[src/core/llsc_pkg.sv]
// Summary of operation
// RQ1: Line loop returns recovered receive stream to transmit.
// RQ2: Software sets at most one timing/loop mode.
// RQ3: Parallel loop feeds transmit data into receive.
// RQ4: Twisted-pair loop uses raw line receiver stream.
// RQ5: Fixed pointer mode holds pointer at 522.
// RQ6: Delineation loss after 4ms alarm-free out-of-delineation.
// RQ7: Delineation loss clears after 4ms of sync.
// RQ8: Delineation-loss changes interrupt when enabled.
// RQ9: Transmit synthesizer unlocked beyond 488 ppm.
// RQ10: Transmit unlock flag set on change, read clears.
// RQ11: Transmit unlock enable gates its interrupt.
// RQ12: Receive data unlocked: 488 ppm or 80 quiet bits.
// RQ13: Receive reference unlock follows recovery lock.
// RQ14: Software polls reference unlock before trusting recovery.
// RQ15: Receive data unlock flag set on change, read clears.
// RQ16: Receive reference unlock flag set on change, read clears.
// RQ17: Receive lock enables gate their interrupts.
// RQ18: Quiet mode puts transmit outputs in balanced idle.
// RQ19: Output enable low floats transmit outputs; resets high.
// RQ20: Reference select chooses internal or external reference.
// RQ21: Software writes zero to synthesis reserved bits.
// RQ22: Software writes line config reserved bits at defaults.
// RQ23: Loop timing uses recovered clock while data locked.
// RQ24: Interrupt output low while enabled flag pending.
// RQ25: Event during clearing read keeps flag set.
package llsc_pkg;

  // ----------------------------------------------------------------
  // Register indices (byte address is four times the index)
  // ----------------------------------------------------------------
  localparam logic [7:0] IDX_IRQ_SUMMARY = 8'h02;
  localparam logic [7:0] IDX_MASTER_CTRL = 8'h05;
  localparam logic [7:0] IDX_TX_SYNTH    = 8'h06;
  localparam logic [7:0] IDX_RX_LOCK     = 8'h08;
  localparam logic [7:0] IDX_RX_CFG      = 8'h09;
  localparam logic [7:0] IDX_LTX_CFG1    = 8'h0A;
  localparam logic [7:0] IDX_LTX_CFG2    = 8'h0B;
  localparam logic [7:0] IDX_LRX_CFG     = 8'h0C;

  // Writable register slots: index, writable bit mask and reset value.
  localparam int NUM_SLOTS = 7;
  localparam logic [7:0] SLOT_IDX   [NUM_SLOTS] =
    '{8'h05, 8'h06, 8'h08, 8'h09, 8'h0A, 8'h0B, 8'h0C};
  localparam logic [7:0] SLOT_WMASK [NUM_SLOTS] =
    '{8'hBF, 8'h83, 8'h87, 8'h07, 8'hBF, 8'hFF, 8'h7F};
  localparam logic [7:0] SLOT_RESET [NUM_SLOTS] =
    '{8'h20, 8'h00, 8'h00, 8'h07, 8'h2C, 8'hFF, 8'h01};
  localparam int SLOT_MASTER = 0;
  localparam int SLOT_TX     = 1;
  localparam int SLOT_RX     = 2;
  localparam int SLOT_RXCFG  = 3;
  localparam int SLOT_LTX1   = 4;

  // ----------------------------------------------------------------
  // Field positions
  // ----------------------------------------------------------------
  localparam int B_LCD_IRQ_EN    = 7;
  localparam int B_LCD_STATE     = 6;
  localparam int B_FIXED_PTR     = 5;
  localparam int B_PAIR_LOOP     = 4;
  localparam int B_PAR_LOOP      = 3;
  localparam int B_LINE_LOOP     = 2;
  localparam int B_SERIAL_LOOP   = 1;
  localparam int B_LOOP_TIMING   = 0;
  localparam int B_TX_IRQ        = 5;
  localparam int B_TX_STATE      = 3;
  localparam int B_TX_IRQ_EN     = 1;
  localparam int B_RXR_IRQ       = 6;
  localparam int B_RXD_IRQ       = 5;
  localparam int B_RXR_STATE     = 4;
  localparam int B_RXD_STATE     = 3;
  localparam int B_RXR_IRQ_EN    = 2;
  localparam int B_RXD_IRQ_EN    = 1;
  localparam int B_VREF_SEL      = 7;
  localparam int B_TX_OUT_EN     = 5;
  localparam int B_TX_QUIET      = 4;
  localparam int B_SUM_SYNTH     = 7;
  localparam int B_SUM_LCD       = 6;
  localparam int B_SUM_RECOV     = 5;

  // ----------------------------------------------------------------
  // Timing and values
  // ----------------------------------------------------------------
  localparam int MCLK_FREQ_HZ     = 40_000_000;
  localparam int LCD_TIME_US      = 4000;
  localparam int LCD_HOLD_CYC     = LCD_TIME_US * (MCLK_FREQ_HZ / 1_000_000);
  localparam int PPM_LIMIT        = 488;
  localparam int MON_WINDOW_DEF   = 8192;
  localparam int NO_TRANS_BITS    = 80;
  localparam int PTR_W            = 10;
  localparam logic [9:0] FIXED_PTR_VALUE = 10'h20A;

  // Bus phase tracking.
  typedef enum logic [2:0] {
    BS_IDLE   = 3'b001,
    BS_WRWAIT = 3'b010,
    BS_WRDONE = 3'b100
  } llsc_bus_t;

endpackage

[src/core/llsc_top.sv]
`timescale 1ns/1ps
`default_nettype none
module llsc_top #(
  parameter int LCD_HOLD_CYCLES = llsc_pkg::LCD_HOLD_CYC,
  parameter int MON_WINDOW      = llsc_pkg::MON_WINDOW_DEF
) (
  // Clock and reset.
  input  wire logic                      MCLK,
  input  wire logic                      RESETN,
  // AHB-Lite slave.
  input  wire logic                      HSEL,
  input  wire logic [31:0]               HADDR,
  input  wire logic [1:0]                HTRANS,
  input  wire logic                      HWRITE,
  input  wire logic [2:0]                HSIZE,
  input  wire logic [31:0]               HWDATA,
  input  wire logic                      HREADY,
  output logic [31:0]                    HRDATA,
  output logic                           HREADYOUT,
  output logic                           HRESP,
  // Clock monitor strobes, one cycle each, and the reference lock level.
  input  wire logic                      REF_CLK_TICK,
  input  wire logic                      SYNTH_CLK_TICK,
  input  wire logic                      RECOV_CLK_TICK,
  input  wire logic                      RX_BIT_TICK,
  input  wire logic                      RX_LINE_EDGE,
  input  wire logic                      RX_REF_LOCKED,
  // Cell delineation and alarm levels.
  input  wire logic                      CELL_OUT_OF_DELIN,
  input  wire logic                      CELL_SYNC,
  input  wire logic                      ALM_SIGNAL_LOSS,
  input  wire logic                      ALM_POINTER_LOSS,
  input  wire logic                      ALM_PATH_AIS,
  input  wire logic                      ALM_LINE_AIS,
  // Serial data paths.
  input  wire logic                      RX_LINE_BIT,
  input  wire logic                      RX_RECOV_BIT,
  input  wire logic                      TX_SER_BIT,
  output logic                           TX_LINE_BIT,
  output logic                           TX_LINE_OE,
  output logic                           TX_QUIET,
  // Parallel data paths.
  input  wire logic [7:0]                TX_PAR_DATA,
  input  wire logic [7:0]                RX_PAR_IN,
  output logic [7:0]                     RX_PAR_DATA,
  // Pointer and timing control.
  input  wire logic [llsc_pkg::PTR_W-1:0] TX_PTR_CTRL,
  output logic [llsc_pkg::PTR_W-1:0]     TX_PTR_VALUE,
  output logic                           TX_PTR_FIXED,
  output logic                           TX_CLK_FROM_RECOV,
  output logic                           SERIAL_DIAG_LOOP,
  output logic                           VREF_EXT_SEL,
  output logic [2:0]                     RECOV_CFG,
  // Shared interrupt.
  output logic                           IRQ_N
);
  import llsc_pkg::*;

  // ----------------------------------------------------------------
  // Elaboration checks
  // ----------------------------------------------------------------
  localparam int PPM_TOL = (MON_WINDOW * PPM_LIMIT) / 1_000_000;
  localparam int MW      = $clog2(2 * MON_WINDOW + 2);
  localparam int LW      = $clog2(LCD_HOLD_CYCLES + 1);

  if (LCD_HOLD_CYCLES < 2) begin : g_chk_lcd
    $error("LCD_HOLD_CYCLES must be at least 2.");
  end
  if (MON_WINDOW < 4096 || MON_WINDOW > 65536) begin : g_chk_win
    $error("MON_WINDOW must lie between 4096 and 65536.");
  end

  // ----------------------------------------------------------------
  // Bus decode
  // ----------------------------------------------------------------
  llsc_bus_t            bus_state;
  llsc_bus_t            next_bus_state;
  logic [7:0]           ctl [NUM_SLOTS];
  logic [29:0]          wr_idx;
  logic                 lcd_state;
  logic                 next_lcd_state;
  logic                 tx_state;
  logic                 rxd_state;
  logic                 rxr_state;
  logic                 lcd_irq;
  logic                 tx_irq;
  logic                 rxd_irq;
  logic                 rxr_irq;

  wire logic            acc      = HSEL & HTRANS[1] & HREADY;
  wire logic            rd_acc   = acc & ~HWRITE;
  wire logic            wr_acc   = acc & HWRITE;
  wire logic            wr_now   = (bus_state == BS_WRWAIT);
  wire logic            rd_sum   = rd_acc & (HADDR[31:2] == {22'h0, IDX_IRQ_SUMMARY});
  wire logic            rd_tx    = rd_acc & (HADDR[31:2] == {22'h0, IDX_TX_SYNTH});
  wire logic            rd_rx    = rd_acc & (HADDR[31:2] == {22'h0, IDX_RX_LOCK});

  // Writes take one wait state so a following read sees the new value.
  assign HREADYOUT = (bus_state != BS_WRWAIT);
  assign HRESP     = 1'b0;

  always_comb begin
    next_bus_state = BS_IDLE;
    unique case (bus_state)
      BS_IDLE, BS_WRDONE: begin
        next_bus_state = wr_acc ? BS_WRWAIT : BS_IDLE;
      end
      BS_WRWAIT: begin
        next_bus_state = BS_WRDONE;
      end
    endcase
  end

  // Bus phase register and captured write index.
  always_ff @(posedge MCLK or negedge RESETN) begin
    if (!RESETN) begin
      bus_state <= BS_IDLE;
      wr_idx    <= 30'h0;
    end else begin
      bus_state <= next_bus_state;
      if (wr_acc) begin
        wr_idx <= HADDR[31:2];
      end
    end
  end

  // ----------------------------------------------------------------
  // Writable slots with status overlay
  // ----------------------------------------------------------------
  logic [7:0] ovl   [NUM_SLOTS];
  logic [7:0] chain [NUM_SLOTS+1];

  assign ovl[SLOT_MASTER] = {1'b0, lcd_state, 6'h00};
  assign ovl[SLOT_TX]     = {2'b00, tx_irq, 1'b0, tx_state, 3'b000};
  assign ovl[SLOT_RX]     = {1'b0, rxr_irq, rxd_irq, rxr_state, rxd_state, 3'b000};
  assign ovl[3]           = 8'h00;
  assign ovl[4]           = 8'h00;
  assign ovl[5]           = 8'h00;
  assign ovl[6]           = 8'h00;
  assign chain[0]         = {lcd_irq, 7'h00} >> (B_SUM_SYNTH - B_SUM_LCD) |
                            {(tx_irq & ctl[SLOT_TX][B_TX_IRQ_EN]), 7'h00} |
                            {2'b00, ((rxd_irq & ctl[SLOT_RX][B_RXD_IRQ_EN]) |
                                     (rxr_irq & ctl[SLOT_RX][B_RXR_IRQ_EN])), 5'h00};

  for (genvar i = 0; i < NUM_SLOTS; i++) begin : g_slot
    wire logic hit_rd = (HADDR[31:2] == {22'h0, SLOT_IDX[i]});
    wire logic hit_wr = wr_now & (wr_idx == {22'h0, SLOT_IDX[i]});
    // Read mux: summary value only survives when the summary index is hit.
    assign chain[i+1] = (i == 0 ? (rd_sum ? chain[0] : 8'h00) : chain[i]) |
                        (hit_rd ? ((ctl[i] & SLOT_WMASK[i]) | ovl[i]) : 8'h00);

    // Only writable bits take bus data; reserved ones keep their stored value but read back as zero or status.
    always_ff @(posedge MCLK or negedge RESETN) begin
      if (!RESETN) begin
        ctl[i] <= SLOT_RESET[i];
      end else if (hit_wr) begin
        ctl[i] <= (HWDATA[7:0] & SLOT_WMASK[i]) | (ctl[i] & ~SLOT_WMASK[i]);
      end
    end
  end

  // Read data is registered at the address phase; unmapped reads give zero.
  always_ff @(posedge MCLK or negedge RESETN) begin
    if (!RESETN) begin
      HRDATA <= 32'h0;
    end else if (rd_acc) begin
      HRDATA <= {24'h0, chain[NUM_SLOTS]};
    end
  end

  // ----------------------------------------------------------------
  // Frequency monitors: channel 0 synthesizer, channel 1 recovery
  // ----------------------------------------------------------------
  logic [1:0] mon_unlock;
  wire  logic [1:0] mon_tick = {RECOV_CLK_TICK, SYNTH_CLK_TICK};

  for (genvar k = 0; k < 2; k++) begin : g_mon
    logic [MW-1:0] ref_cnt;
    logic [MW-1:0] meas_cnt;
    wire  logic [MW-1:0] meas_inc = meas_cnt + MW'(mon_tick[k]);
    wire  logic    win_end  = REF_CLK_TICK & (ref_cnt == MW'(MON_WINDOW - 1));
    // Unlocked when the count misses the window by more than the tolerance.
    wire  logic    off_freq = (meas_inc > MW'(MON_WINDOW + PPM_TOL)) |
                              ((meas_inc + MW'(PPM_TOL)) < MW'(MON_WINDOW));

    always_ff @(posedge MCLK or negedge RESETN) begin
      if (!RESETN) begin
        ref_cnt       <= '0;
        meas_cnt      <= '0;
        mon_unlock[k] <= 1'b0;
      end else if (win_end) begin
        ref_cnt       <= '0;
        meas_cnt      <= '0;
        mon_unlock[k] <= off_freq;  // RQ9 RQ12
      end else begin
        ref_cnt  <= ref_cnt + MW'(REF_CLK_TICK);
        meas_cnt <= (meas_cnt == '1) ? meas_cnt : meas_inc;
      end
    end
  end

  // ----------------------------------------------------------------
  // Receive line transition watchdog
  // ----------------------------------------------------------------
  logic [6:0] quiet_bits;
  wire  logic no_trans = (quiet_bits > 7'(NO_TRANS_BITS));

  // Counts bit periods since the last line transition, saturating.
  always_ff @(posedge MCLK or negedge RESETN) begin
    if (!RESETN) begin
      quiet_bits <= 7'h00;
    end else if (RX_LINE_EDGE) begin
      quiet_bits <= 7'h00;
    end else if (RX_BIT_TICK && !no_trans) begin
      quiet_bits <= quiet_bits + 7'h01;  // RQ12
    end
  end

  // ----------------------------------------------------------------
  // Lock states and change-detect interrupt flags
  // ----------------------------------------------------------------
  wire logic next_tx_state  = mon_unlock[0];                  // RQ9
  wire logic next_rxd_state = mon_unlock[1] | no_trans;       // RQ12
  wire logic next_rxr_state = ~RX_REF_LOCKED;                 // RQ13

  // Status levels; reference unlock reads high after reset until locked.
  always_ff @(posedge MCLK or negedge RESETN) begin
    if (!RESETN) begin
      tx_state  <= 1'b0;
      rxd_state <= 1'b0;
      rxr_state <= 1'b1;
    end else begin
      tx_state  <= next_tx_state;
      rxd_state <= next_rxd_state;
      rxr_state <= next_rxr_state;  // RQ13
    end
  end

  // Flags set on any change; a change in the clearing cycle wins.
  always_ff @(posedge MCLK or negedge RESETN) begin
    if (!RESETN) begin
      tx_irq  <= 1'b0;
      rxd_irq <= 1'b0;
      rxr_irq <= 1'b0;
      lcd_irq <= 1'b0;
    end else begin
      tx_irq  <= (tx_irq & ~rd_tx) | (next_tx_state ^ tx_state);     // RQ10 RQ25
      rxd_irq <= (rxd_irq & ~rd_rx) | (next_rxd_state ^ rxd_state);  // RQ15 RQ25
      rxr_irq <= (rxr_irq & ~rd_rx) | (next_rxr_state ^ rxr_state);  // RQ16 RQ25
      lcd_irq <= (lcd_irq & ~rd_sum) | (next_lcd_state ^ lcd_state); // RQ8 RQ25
    end
  end

  // ----------------------------------------------------------------
  // Loss of cell delineation
  // ----------------------------------------------------------------
  logic [LW-1:0] lcd_cnt;
  wire  logic    lcd_alarm   = ALM_SIGNAL_LOSS | ALM_POINTER_LOSS | ALM_PATH_AIS | ALM_LINE_AIS;
  wire  logic    lcd_qual    = lcd_state ? CELL_SYNC : (CELL_OUT_OF_DELIN & ~lcd_alarm);
  wire  logic    lcd_expire  = lcd_qual & (lcd_cnt == LW'(LCD_HOLD_CYCLES - 1));

  // The state flips only after the qualifying condition held unbroken.
  assign next_lcd_state = lcd_expire ? ~lcd_state : lcd_state;  // RQ6 RQ7

  always_ff @(posedge MCLK or negedge RESETN) begin
    if (!RESETN) begin
      lcd_cnt   <= '0;
      lcd_state <= 1'b0;
    end else begin
      lcd_cnt   <= (lcd_qual && !lcd_expire) ? lcd_cnt + LW'(1) : '0;  // RQ6 RQ7
      lcd_state <= next_lcd_state;
    end
  end

  // ----------------------------------------------------------------
  // Shared interrupt output
  // ----------------------------------------------------------------
  wire logic irq_any = (lcd_irq & ctl[SLOT_MASTER][B_LCD_IRQ_EN]) |  // RQ8
                       (tx_irq  & ctl[SLOT_TX][B_TX_IRQ_EN])      |  // RQ11
                       (rxd_irq & ctl[SLOT_RX][B_RXD_IRQ_EN])     |  // RQ17
                       (rxr_irq & ctl[SLOT_RX][B_RXR_IRQ_EN]);       // RQ17

  always_ff @(posedge MCLK or negedge RESETN) begin
    if (!RESETN) begin
      IRQ_N <= 1'b1;
    end else begin
      IRQ_N <= ~irq_any;  // RQ24
    end
  end

  // ----------------------------------------------------------------
  // Loopbacks and line data paths
  // ----------------------------------------------------------------
  wire logic pair_loop = ctl[SLOT_MASTER][B_PAIR_LOOP];
  wire logic line_loop = ctl[SLOT_MASTER][B_LINE_LOOP];
  wire logic par_loop  = ctl[SLOT_MASTER][B_PAR_LOOP];

  // Twisted-pair loop takes the raw receiver bit, line loop the recovered one.
  wire logic tx_bit_sel = pair_loop ? RX_LINE_BIT :   // RQ4
                          line_loop ? RX_RECOV_BIT :  // RQ1
                          TX_SER_BIT;

  always_ff @(posedge MCLK or negedge RESETN) begin
    if (!RESETN) begin
      TX_LINE_BIT <= 1'b0;
      RX_PAR_DATA <= 8'h00;
    end else begin
      TX_LINE_BIT <= tx_bit_sel;
      RX_PAR_DATA <= par_loop ? TX_PAR_DATA : RX_PAR_IN;  // RQ3
    end
  end

  // Transmit output stage, reference and recovery configuration.
  assign TX_LINE_OE       = ctl[SLOT_LTX1][B_TX_OUT_EN]; // RQ19
  assign TX_QUIET         = ctl[SLOT_LTX1][B_TX_QUIET];  // RQ18
  assign VREF_EXT_SEL     = ctl[SLOT_LTX1][B_VREF_SEL];  // RQ20
  assign RECOV_CFG        = ctl[SLOT_RXCFG][2:0];
  assign SERIAL_DIAG_LOOP = ctl[SLOT_MASTER][B_SERIAL_LOOP];

  // Loop timing falls back to the reference when data lock is lost.
  assign TX_CLK_FROM_RECOV = ctl[SLOT_MASTER][B_LOOP_TIMING] & ~rxd_state;  // RQ23

  // Pointer generation.
  assign TX_PTR_FIXED = ctl[SLOT_MASTER][B_FIXED_PTR];
  assign TX_PTR_VALUE = TX_PTR_FIXED ? FIXED_PTR_VALUE : TX_PTR_CTRL;  // RQ5

endmodule // llsc_top
`default_nettype wire

[config.mk]
export PLATFORM = sky130hd
export DESIGN_NAME = llsc_top
export DESIGN_NICKNAME = d
export VERILOG_FILES = /design/src/core/llsc_pkg.sv /design/src/core/llsc_top.sv
export SDC_FILE = /design/constraint.sdc
export NUM_CORES = 1
export LEC_CHECK = 0
export BUFFER_PORTS_ARGS = -buffer_cell sky130_fd_sc_hd__buf_4
export CORE_UTILIZATION = 35
export DETAILED_ROUTE_END_ITERATION = 7
export PLACE_DENSITY = 0.65
export REMOVE_ABC_BUFFERS = 1
export SLEW_MARGIN = 20
export SYNTH_ARGS = -nofsm -noshare
export SYNTH_HDL_FRONTEND = slang
export SYNTH_SLANG_ARGS = --single-unit
[constraint.sdc]
create_clock -name MCLK -period 3.2 [get_ports MCLK]
set_clock_uncertainty 0.2 [all_clocks]
set_input_delay 0.48 -clock MCLK [delete_from_list [all_inputs] [get_ports MCLK]]
set_output_delay 0.48 -clock MCLK [all_outputs]
set_load 0.02 [all_outputs]
## Word level (Yosys, flattened, before mapping)

Index checks and enable logic that the tools add are counted.

| operators by class | value |
|---|---|
| reduce and logical (&&, ||, !) cells | 6 |
| bitwise logic cells | 72 |
| $add $sub $neg | 8 |
| multiplexer cells | 25 |
| eq/ne operators | 26 |
| order comparisons | 5 |

Operators with widths:

| operator | count |
|---|---|
| $eq A30 B4 Y1 const B | 10 |
| $eq A30 B3 Y1 const B | 4 |
| $mux W15 | 6 |
| $add A15 B1 Y15 | 4 |
| $mux W8 | 7 |
| $or A8 B7 Y8 | 7 |
| $or A8 B8 Y8 | 5 |
| $add A15 B2 Y15 const B | 2 |
| $eq A15 B13 Y1 const B | 2 |
| $eq A15 B15 Y1 const B | 2 |
| $eq A30 B2 Y1 const B | 1 |
| $gt A15 B14 Y1 const B | 2 |
| $lt A15 B14 Y1 const B | 2 |
| $and A1 B1 Y1 | 27 |
| $mux W7 | 3 |
| $add A18 B1 Y18 const B | 1 |
| $eq A18 B18 Y1 const B | 1 |
| $mux W18 | 1 |
| $or A7 B8 Y8 | 2 |
| $or A8 B6 Y8 | 2 |
| $or A1 B1 Y1 | 14 |
| $mux W10 | 1 |
| $not A1 Y1 | 9 |
| $or A3 B8 Y8 | 1 |
| 17 further kinds | 26 |

| storage, ports and cells | value |
|---|---|
| logic and storage cells | 171 |
| output and inout bits | 63 |
| flip-flop bits (word level) | 202 |

## Depth between registers and ports, before layout

Gate-level depths: netlist of run 1.

| logic depth | value |
|---|---|
| word-level depth | 12 |
| depth in mapped cells | 10 |
| depth with buffers taken out | 9 |

## Least setup slack after synthesis of run 1

Ideal clock, no wire load.

| path | value |
|---|---|
| path kind | in2reg |
| start | in RECOV_CLK_TICK |
| end | reg mon_unlock[1] |
| path slack | 0.485 ns |
| stages | 9 |
| path buffers | 0 |
| setup time | 0.142 ns |
| required time | 2.858 ns |
| arrival time | 2.374 ns |
| cell sequence | ha_1 -> ha_1 -> nand3_2 -> nor2_1 -> xnor2_1 -> or4_1 -> or4_1 -> o22ai_1 -> a31oi_1 |

| on the way | value |
|---|---|
| cells in the longest elaborated chain, start to end | 4 |

Ends and longest elaborated chain:

| element | line | source |
|---|---|---|
| start: declaration | llsc_top.sv:24 | `input wire logic RECOV_CLK_TICK,` |
| $add A15 B1 Y15 * | llsc_top.sv:180 | `wire logic [MW-1:0] meas_inc = meas_cnt + MW'(mon_tick[k]);` |
| $add A15 B2 Y15 | llsc_top.sv:184 | `((meas_inc + MW'(PPM_TOL)) < MW'(MON_WINDOW));` |
| $lt A15 B14 Y1 | llsc_top.sv:184 |  |
| $or A1 B1 Y1 * | llsc_top.sv:183 | `wire logic off_freq = (meas_inc > MW'(MON_WINDOW + PPM_TOL)) \|` |
| end signal: indexed assignment | llsc_top.sv:194 | `mon_unlock[k] <= off_freq;` |
| end: declaration | llsc_top.sv:174 | `logic [1:0] mon_unlock;` |

Mark *: on every way between the ends. The rest lies on a longest branch, timed or not.
A chain may end at the register's enable or synchronous reset.

## Worst setup path in the final report of run 1

| path | value |
|---|---|
| start | reg g_mon[1].meas_cnt[0] |
| end | reg mon_unlock[1] |

| on the way | value |
|---|---|
| cells in the longest elaborated chain, start to end | 4 |

Ends and longest elaborated chain:

| element | line | source |
|---|---|---|
| start: declaration | llsc_top.sv:179 | `logic [MW-1:0] meas_cnt;` |
| start signal: assignment | llsc_top.sv:197 | `meas_cnt <= (meas_cnt == '1) ? meas_cnt : meas_inc;` |
| $add A15 B1 Y15 * | llsc_top.sv:180 |  |
| $add A15 B2 Y15 | llsc_top.sv:184 |  |
| $lt A15 B14 Y1 | llsc_top.sv:184 |  |
| $or A1 B1 Y1 * | llsc_top.sv:183 |  |

Marks and branches as above.

==> impl_metrics.yaml, run 1 <==
status:
  status: "finished, violations left"
  violations: "design-rule violations"
synth:
  ys_seq_area_share_pct: 49.6
  synth_most_common_cell: "dfrtp_1"
  synth_flop_cell: "dfrtp_1"
  synth_cell_types: 60
  netlist_instances: 908
  syn_area_um2: 9380
  yosysWarnings: 0
  avgSynthCellArea_um2: 10.3
  synth_common_cells: "166 x dfrtp_1, 100 x nor2_1, 81 x mux2_2, 50 x nand2_1, 47 x nand3_1"
  ys_ff_latch: 185
  synth_largest_area_cell: "dfrtp_1"
  async_flop_share_pct: 100
  synth-edff-count: 0
  synth_top_area_share_pct: 44.3
  synthTopCellsByArea: "dfrtp_1 44%, mux2_2 9.7%, dfstp_2 5.3%"
setup_path:
  slowest_stage: "or4_1"
  crit_path_max_incr_delay_ns: 0.47
  crit_end: "mon_unlock[1]$_DFFE_PN0P_"
  crit_path_end_kind: "register"
  ff2ff_path_depth: 9
  worstPathMaxFanout: 6
  arrival_ns: 2.86
  setup.worst_path.start: "g_mon[1].meas_cnt[0]$_DFFE_PN0P_"
  timing.rr.start: "g_mon[1].meas_cnt[0]$_DFFE_PN0P_"
  ff2ff_setup_slack_ns: 0.43
  r2r_end: "mon_unlock[1]$_DFFE_PN0P_"
  cp_top_family: "simple AND/OR/NAND/NOR gates"
  path_buf_inv: 0
  cp_data_required_time_ns: 3.30
  crit_chain: "ha_1, ha_1, nand2b_1, o21ai_1, a22oi_1, or4_1, or4_1, o22ai_1, a31oi_1"
  worstSetupPathDepth: 9
  start_kind: "register"
  path_class: "reg -> reg"
floorplanning:
  boundaryPins: 178
  die_h_um: 166
  core-area_um2: 26200
  rows: 59
  die_x_um: 166
  initial_core_util_pct: 35.8
  die_area_um2: 27500
grt:
  grt_overflow_total: 0
  grt_pass1_vias: 6910
  antenna_found_initial: 0
  grt_pass1_wl_mm: 34.7
  grt_start_max_net_pins: 85
  grtUsageTotal_pct: 15.6
cts:
  cts_num_sinks: 185
  post-cts-setup-buffers: 0
  root_buffer: "clkbuf_16"
  holdBufCountCts: 2
  cts_tree: "built"
  post_cts_resized: 0
  cts_buffers: 17
  htreeDepth: 4
  cts_buffer_depth: 2
  path_clk_slew_ns: 0.08
  clk_latency_ns: 0.44
place:
  dpl_cell_area_um2: 10600
  dp.cells: 1337
  gp_congestion: 0.821
  portBuffers: 122
  dp_hpwl_mm: 14.8
detailed_routing:
  drtIter0Drc: 436
  routed_via_density: 5.07
  wl_per_cell_um: 14.9
  drcViolationCount: 20
  ant_nets: 0
  vias: 6951
  wirelength_mm: 20.4
  first_pass_iters: 8
worst_hold_path:
  hold_path_class: "in -> reg"
sta:
  setup_viol: 0
  clock.fmax_mhz: 361
  min_period_over_period_pct: 86.4
  rsz0062_at_grt: "false"
  tightest_slew_ns: 0.855
  period_needed_ns: 2.77
  slew_violations: 0
  maxSlewHeadroom_pct: 42.5
  hold_viol: 0
cells_and_area:
  antennaDiodeCount: 0
  fillerInstances: 2494
  area_delta_synth_final_pct: 19.6
  nNetsFinal: 1151
  instances_no_fill: 1371
  drive_gt1_share_pct: 27.7
  design_area_um2: 11200
run:
  maxCapViolations: 0
power:
  vdd_drop_max_mv: 0.428
  p_leak_nw: 4.93
  power_density_nw_per_um2: 549
report_power, final:
group	total, mW	leakage (nW)	internal, mW	switching [mW]
logic	1.09	2.39	0.529	0.564
clock network	2.12	0.293	1.12	0.999
registers	2.94	2.25	2.62	0.321
cell families after synthesis:
group | share of synthesized area, %
compound gates | 8.01
xor+xnor | 6.72
fa+ha+maj | 1.73
buf+inv | 4.93
flops | 49.6
mux | 10.3
other cells | 0.0400
simple gates | 18.7
state kept, by name, indices dropped and copies added (netlist names), 3 cells and up:
name	cells
g_mon.ref_cnt	30
quiet_bits	7
wr_idx	30
RECOV_CFG	3
bus_state	3
g_mon.meas_cnt	30
lcd_cnt	18
HRDATA	8
RX_PAR_DATA	8
ctl	31
cell type report:
type	instances	area (um^2)	area share (%)
tap	335	419	3.73
multi-input combinational	655	4370	38.9
inverter	23	86.3	0.769
sequential	185	4650	41.5
timing repair buffer	141	1090	9.75
clock inverter	15	176	1.57
clock buffer	17	425	3.79
worst min-delay path by stage:
| stage | from | end | slack (ns) | cells after the start |
|---|---|---|---|---|
| floorplan | RESETN | HRDATA[0]$_DFFE_PN0P_ | -0.02 | 0 |
| global placement | bus_state[2]$_DFF_PN0_ | bus_state[2]$_DFF_PN0_ | 0.25 | 1 |
| detailed placement | g_mon[1].ref_cnt[14]$_DFF_PN0_ | g_mon[1].ref_cnt[14]$_DFF_PN0_ | 0.26 | 1 |
| CTS | RX_LINE_EDGE | quiet_bits[2]$_DFFE_PN0P_ | 0.03 | 2 |
| global route | RX_LINE_BIT | TX_LINE_BIT$_DFF_PN0_ | 0.05 | 3 |
| finish | RX_LINE_EDGE | quiet_bits[2]$_DFFE_PN0P_ | 0.05 | 2 |
cell usage in the layout (no fill, tap or decap), types with 3 or more instances in the layout:
cell and n:
a21oi_1 39, a221oi_1 3, a22o_1 8, a22oi_1 9, a31oi_1 13, a32o_1 3
and2_1 3, and3_1 20, and4_1 5, buf_4 136, clkbuf_16 17, conb_1 25
dfrtp_1 166, dfstp_2 19, ha_1 13, inv_1 22, inv_6 6, inv_8 4
mux2_2 81, mux2i_1 5, nand2_1 50, nand2b_1 6, nand3_1 47, nand4_1 25
nor2_1 100, nor2b_1 20, nor3_1 16, nor4_1 16, o211ai_1 4, o21ai_0 18
o22ai_1 7, o32ai_1 3, or2_2 7, or4_1 4, xnor2_1 31, xor2_1 41
worst register-to-register path: cells and delay by family, from the launching register on:
kind	cells	cell delay (ns)
and+or+nand+nor	3	1.07
DFF	1	0.39
AOI/OAI and AO/OA	4	0.46
adders and majority gates	2	0.50
routing by layer:
layer  track usage [%]  part of all wire (%)  up-vias
li1                  -                     -     3399
met1              20.2                    46     3376
met2              26.2                    48      153
met3              2.65                   4.1       23
met4              5.81                   1.6        0
met5                 0                     0        -
per-stage QoR:
stage / hold slack (ns) / util [%] / setup WS, ns / power [mW] / setup TNS [ns]
global route: 0.0472 / 42.8 / 0.215 / 6.51 / 0
CTS: 0.0334 / 42.8 / 0.422 / 6.23 / 0
detailed placement: 0.264 / 40.5 / 0.203 / 4.08 / 0
floorplan: -0.0156 / - / -0.554 / 3.66 / -13.10
finish: 0.0537 / 42.8 / 0.434 / 6.16 / 0
global placement: 0.248 / 40.5 / 0.221 / 4.05 / 0
No activity file was read; power rests on OpenSTA's default activity.
==> run 2, diff against run 1 <==
Settings changed: BUFFER_PORTS_ARGS -buffer_cell sky130_fd_sc_hd__buf_4 to unset, DONT_BUFFER_PORTS set to 1, PLACE_DENSITY 0.65 to 0.59.
==> impl_metrics.yaml, run 2 (same netlist as run 1, synthesis figures left out) <==
grt:
  grtUsageTotal_pct: 15.5
  grt_overflow_total: 0
  antenna_found_initial: 1
  grt_pass1_vias: 6685
  grt_start_max_net_pins: 186
  grt_pass1_wl_mm: 34.4
floorplanning:
  die_x_um: 166
  core-area_um2: 26200
  die_h_um: 166
  initial_core_util_pct: 35.8
  boundaryPins: 178
  die_area_um2: 27500
  rows: 59
setup_path:
  crit_chain: "ha_1, ha_1, nand3_2, buf_4, nor3_1, mux2_2, o22ai_1, nand4_1, o22ai_1, a31oi_1"
  ff2ff_path_depth: 10
  worstPathMaxFanout: 6
  slowest_stage: "nor3_1"
  arrival_ns: 2.91
  ff2ff_setup_slack_ns: 0.39
  path_class: "reg -> reg"
  cp_data_required_time_ns: 3.30
  start_kind: "register"
  timing.rr.start: "g_mon[1].meas_cnt[0]$_DFFE_PN0P_"
  crit_path_max_incr_delay_ns: 0.41
  cp_top_family: "simple AND/OR/NAND/NOR gates"
  crit_path_end_kind: "register"
  path_buf_inv: 1
  r2r_end: "mon_unlock[1]$_DFFE_PN0P_"
detailed_routing:
  drtIter0Drc: 421
  wl_per_cell_um: 15.9
  wirelength_mm: 20.6
  first_pass_iters: 8
  drcViolationCount: 22
  ant_nets: 0
  routed_via_density: 5.21
  vias: 6772
worst_hold_path:
  hold_path_class: "in -> async"
run:
  maxCapViolations: 0
place:
  dp_hpwl_mm: 14.0
  gp_congestion: 0.805
  portBuffers: 0
  dp.cells: 1212
cts:
  cts_tree: "built"
  path_clk_slew_ns: 0.08
  cts_buffer_depth: 2
  post_cts_resized: 0
  clk_latency_ns: 0.43
  htreeDepth: 4
  root_buffer: "clkbuf_16"
  post-cts-setup-buffers: 0
  holdBufCountCts: 56
  cts_num_sinks: 185
  cts_buffers: 17
cells_and_area:
  instances_no_fill: 1301
  final_common_cell: "dfrtp_1"
  area_delta_synth_final_pct: 15.2
  nNetsFinal: 1080
  most-common-layout-cells: "166 x dfrtp_1, 100 x nor2_1, 81 x mux2_2"
  largest_reg_flops: 31
  largest_register: "ctl"
  drive_gt1_share_pct: 16.7
status:
  status: "finished, violations left"
  violations: "design-rule violations, negative hold slack"
sta:
  whs_ns: -0.462
  slew_violations: 0
  rsz0062_at_grt: "false"
  hold_viol: 185
  maxSlewHeadroom_pct: 47.6
  clock.fmax_mhz: 356
  tightest_slew_ns: 0.783
  setup_viol: 0
  period_needed_ns: 2.81
  min_period_over_period_pct: 87.8
power:
  power_density_nw_per_um2: 565
  p_leak_nw: 4.54
  vdd_drop_max_mv: 0.433
==> run 2: cell types whose count changed in the layout (fill, tap and decap cells not counted), moves of 2 or more <==
| cell | before | now |
|---|---|---|
| buf_4 | 136 | 14 |
| dlygate4sd3_1 | 2 | 56 |
| inv_8 | 4 | 1 |
| buf_12 | 2 | 0 |
| bufinv_16 | 1 | 3 |
| clkinv_8 | 2 | 0 |
==> run 2: stage by stage <==
step	util [%]	power (mW)	TNS, ns	instance area [um^2]	setup slack, ns
final	41.2	6.11	0	10800	0.391
after global routing	41.2	6.43	0	10800	0.117
after CTS	41.2	6.16	0	10800	0.379
after detailed placement	36.8	3.86	0	9630	0.259
after global placement	36.8	3.85	0	9630	0.320
after floorplan	-	3.66	-13.10	9100	-0.554
==> run 2: power by group <==
part,switching [mW],internal (mW)
registers,0.358,2.62
logic,0.450,0.463
clock network,0.963,1.25
==> run 2: metal layers <==
| layer | track usage [%] | part of all wire (%) |
|---|---|---|
| met1 | 20.0 | 45 |
| met2 | 25.3 | 48 |
| met3 | 3.36 | 4.8 |
| met4 | 6.70 | 2.1 |
| met5 | 0 | 0 |
==> run 2: worst reg2reg max path: stages (launching register included) <==
cell and delay [ns]:
dfrtp_1 0.35, ha_1 0.23, ha_1 0.29, nand3_2 0.10, buf_4 0.19, nor3_1 0.41, mux2_2 0.38, o22ai_1 0.14
nand4_1 0.10, o22ai_1 0.19, a31oi_1 0.10
==> run 2: worst max path at each step <==
stage	startpoint	end	cells after the start
final	g_mon[1].meas_cnt[0]$_DFFE_PN0P_	mon_unlock[1]$_DFFE_PN0P_	10
after floorplan	g_mon[1].ref_cnt[2]$_DFF_PN0_	mon_unlock[1]$_DFFE_PN0P_	5
after global placement	RECOV_CLK_TICK	mon_unlock[1]$_DFFE_PN0P_	9
after CTS	g_mon[1].meas_cnt[0]$_DFFE_PN0P_	mon_unlock[1]$_DFFE_PN0P_	10
after detailed placement	RECOV_CLK_TICK	mon_unlock[1]$_DFFE_PN0P_	10
after global routing	g_mon[1].meas_cnt[0]$_DFFE_PN0P_	mon_unlock[1]$_DFFE_PN0P_	10
==> run 2: layout make-up <==
type,instances,area [um^2]
Fill cell,2511,15400
Sequential cell,185,4650
Multi-Input combinational cell,655,4370
Timing Repair Buffer,70,666
Clock buffer,18,429
Tap cell,335,419
Clock inverter,14,183
Inverter,23,86.3
Antenna cell,1,2.50
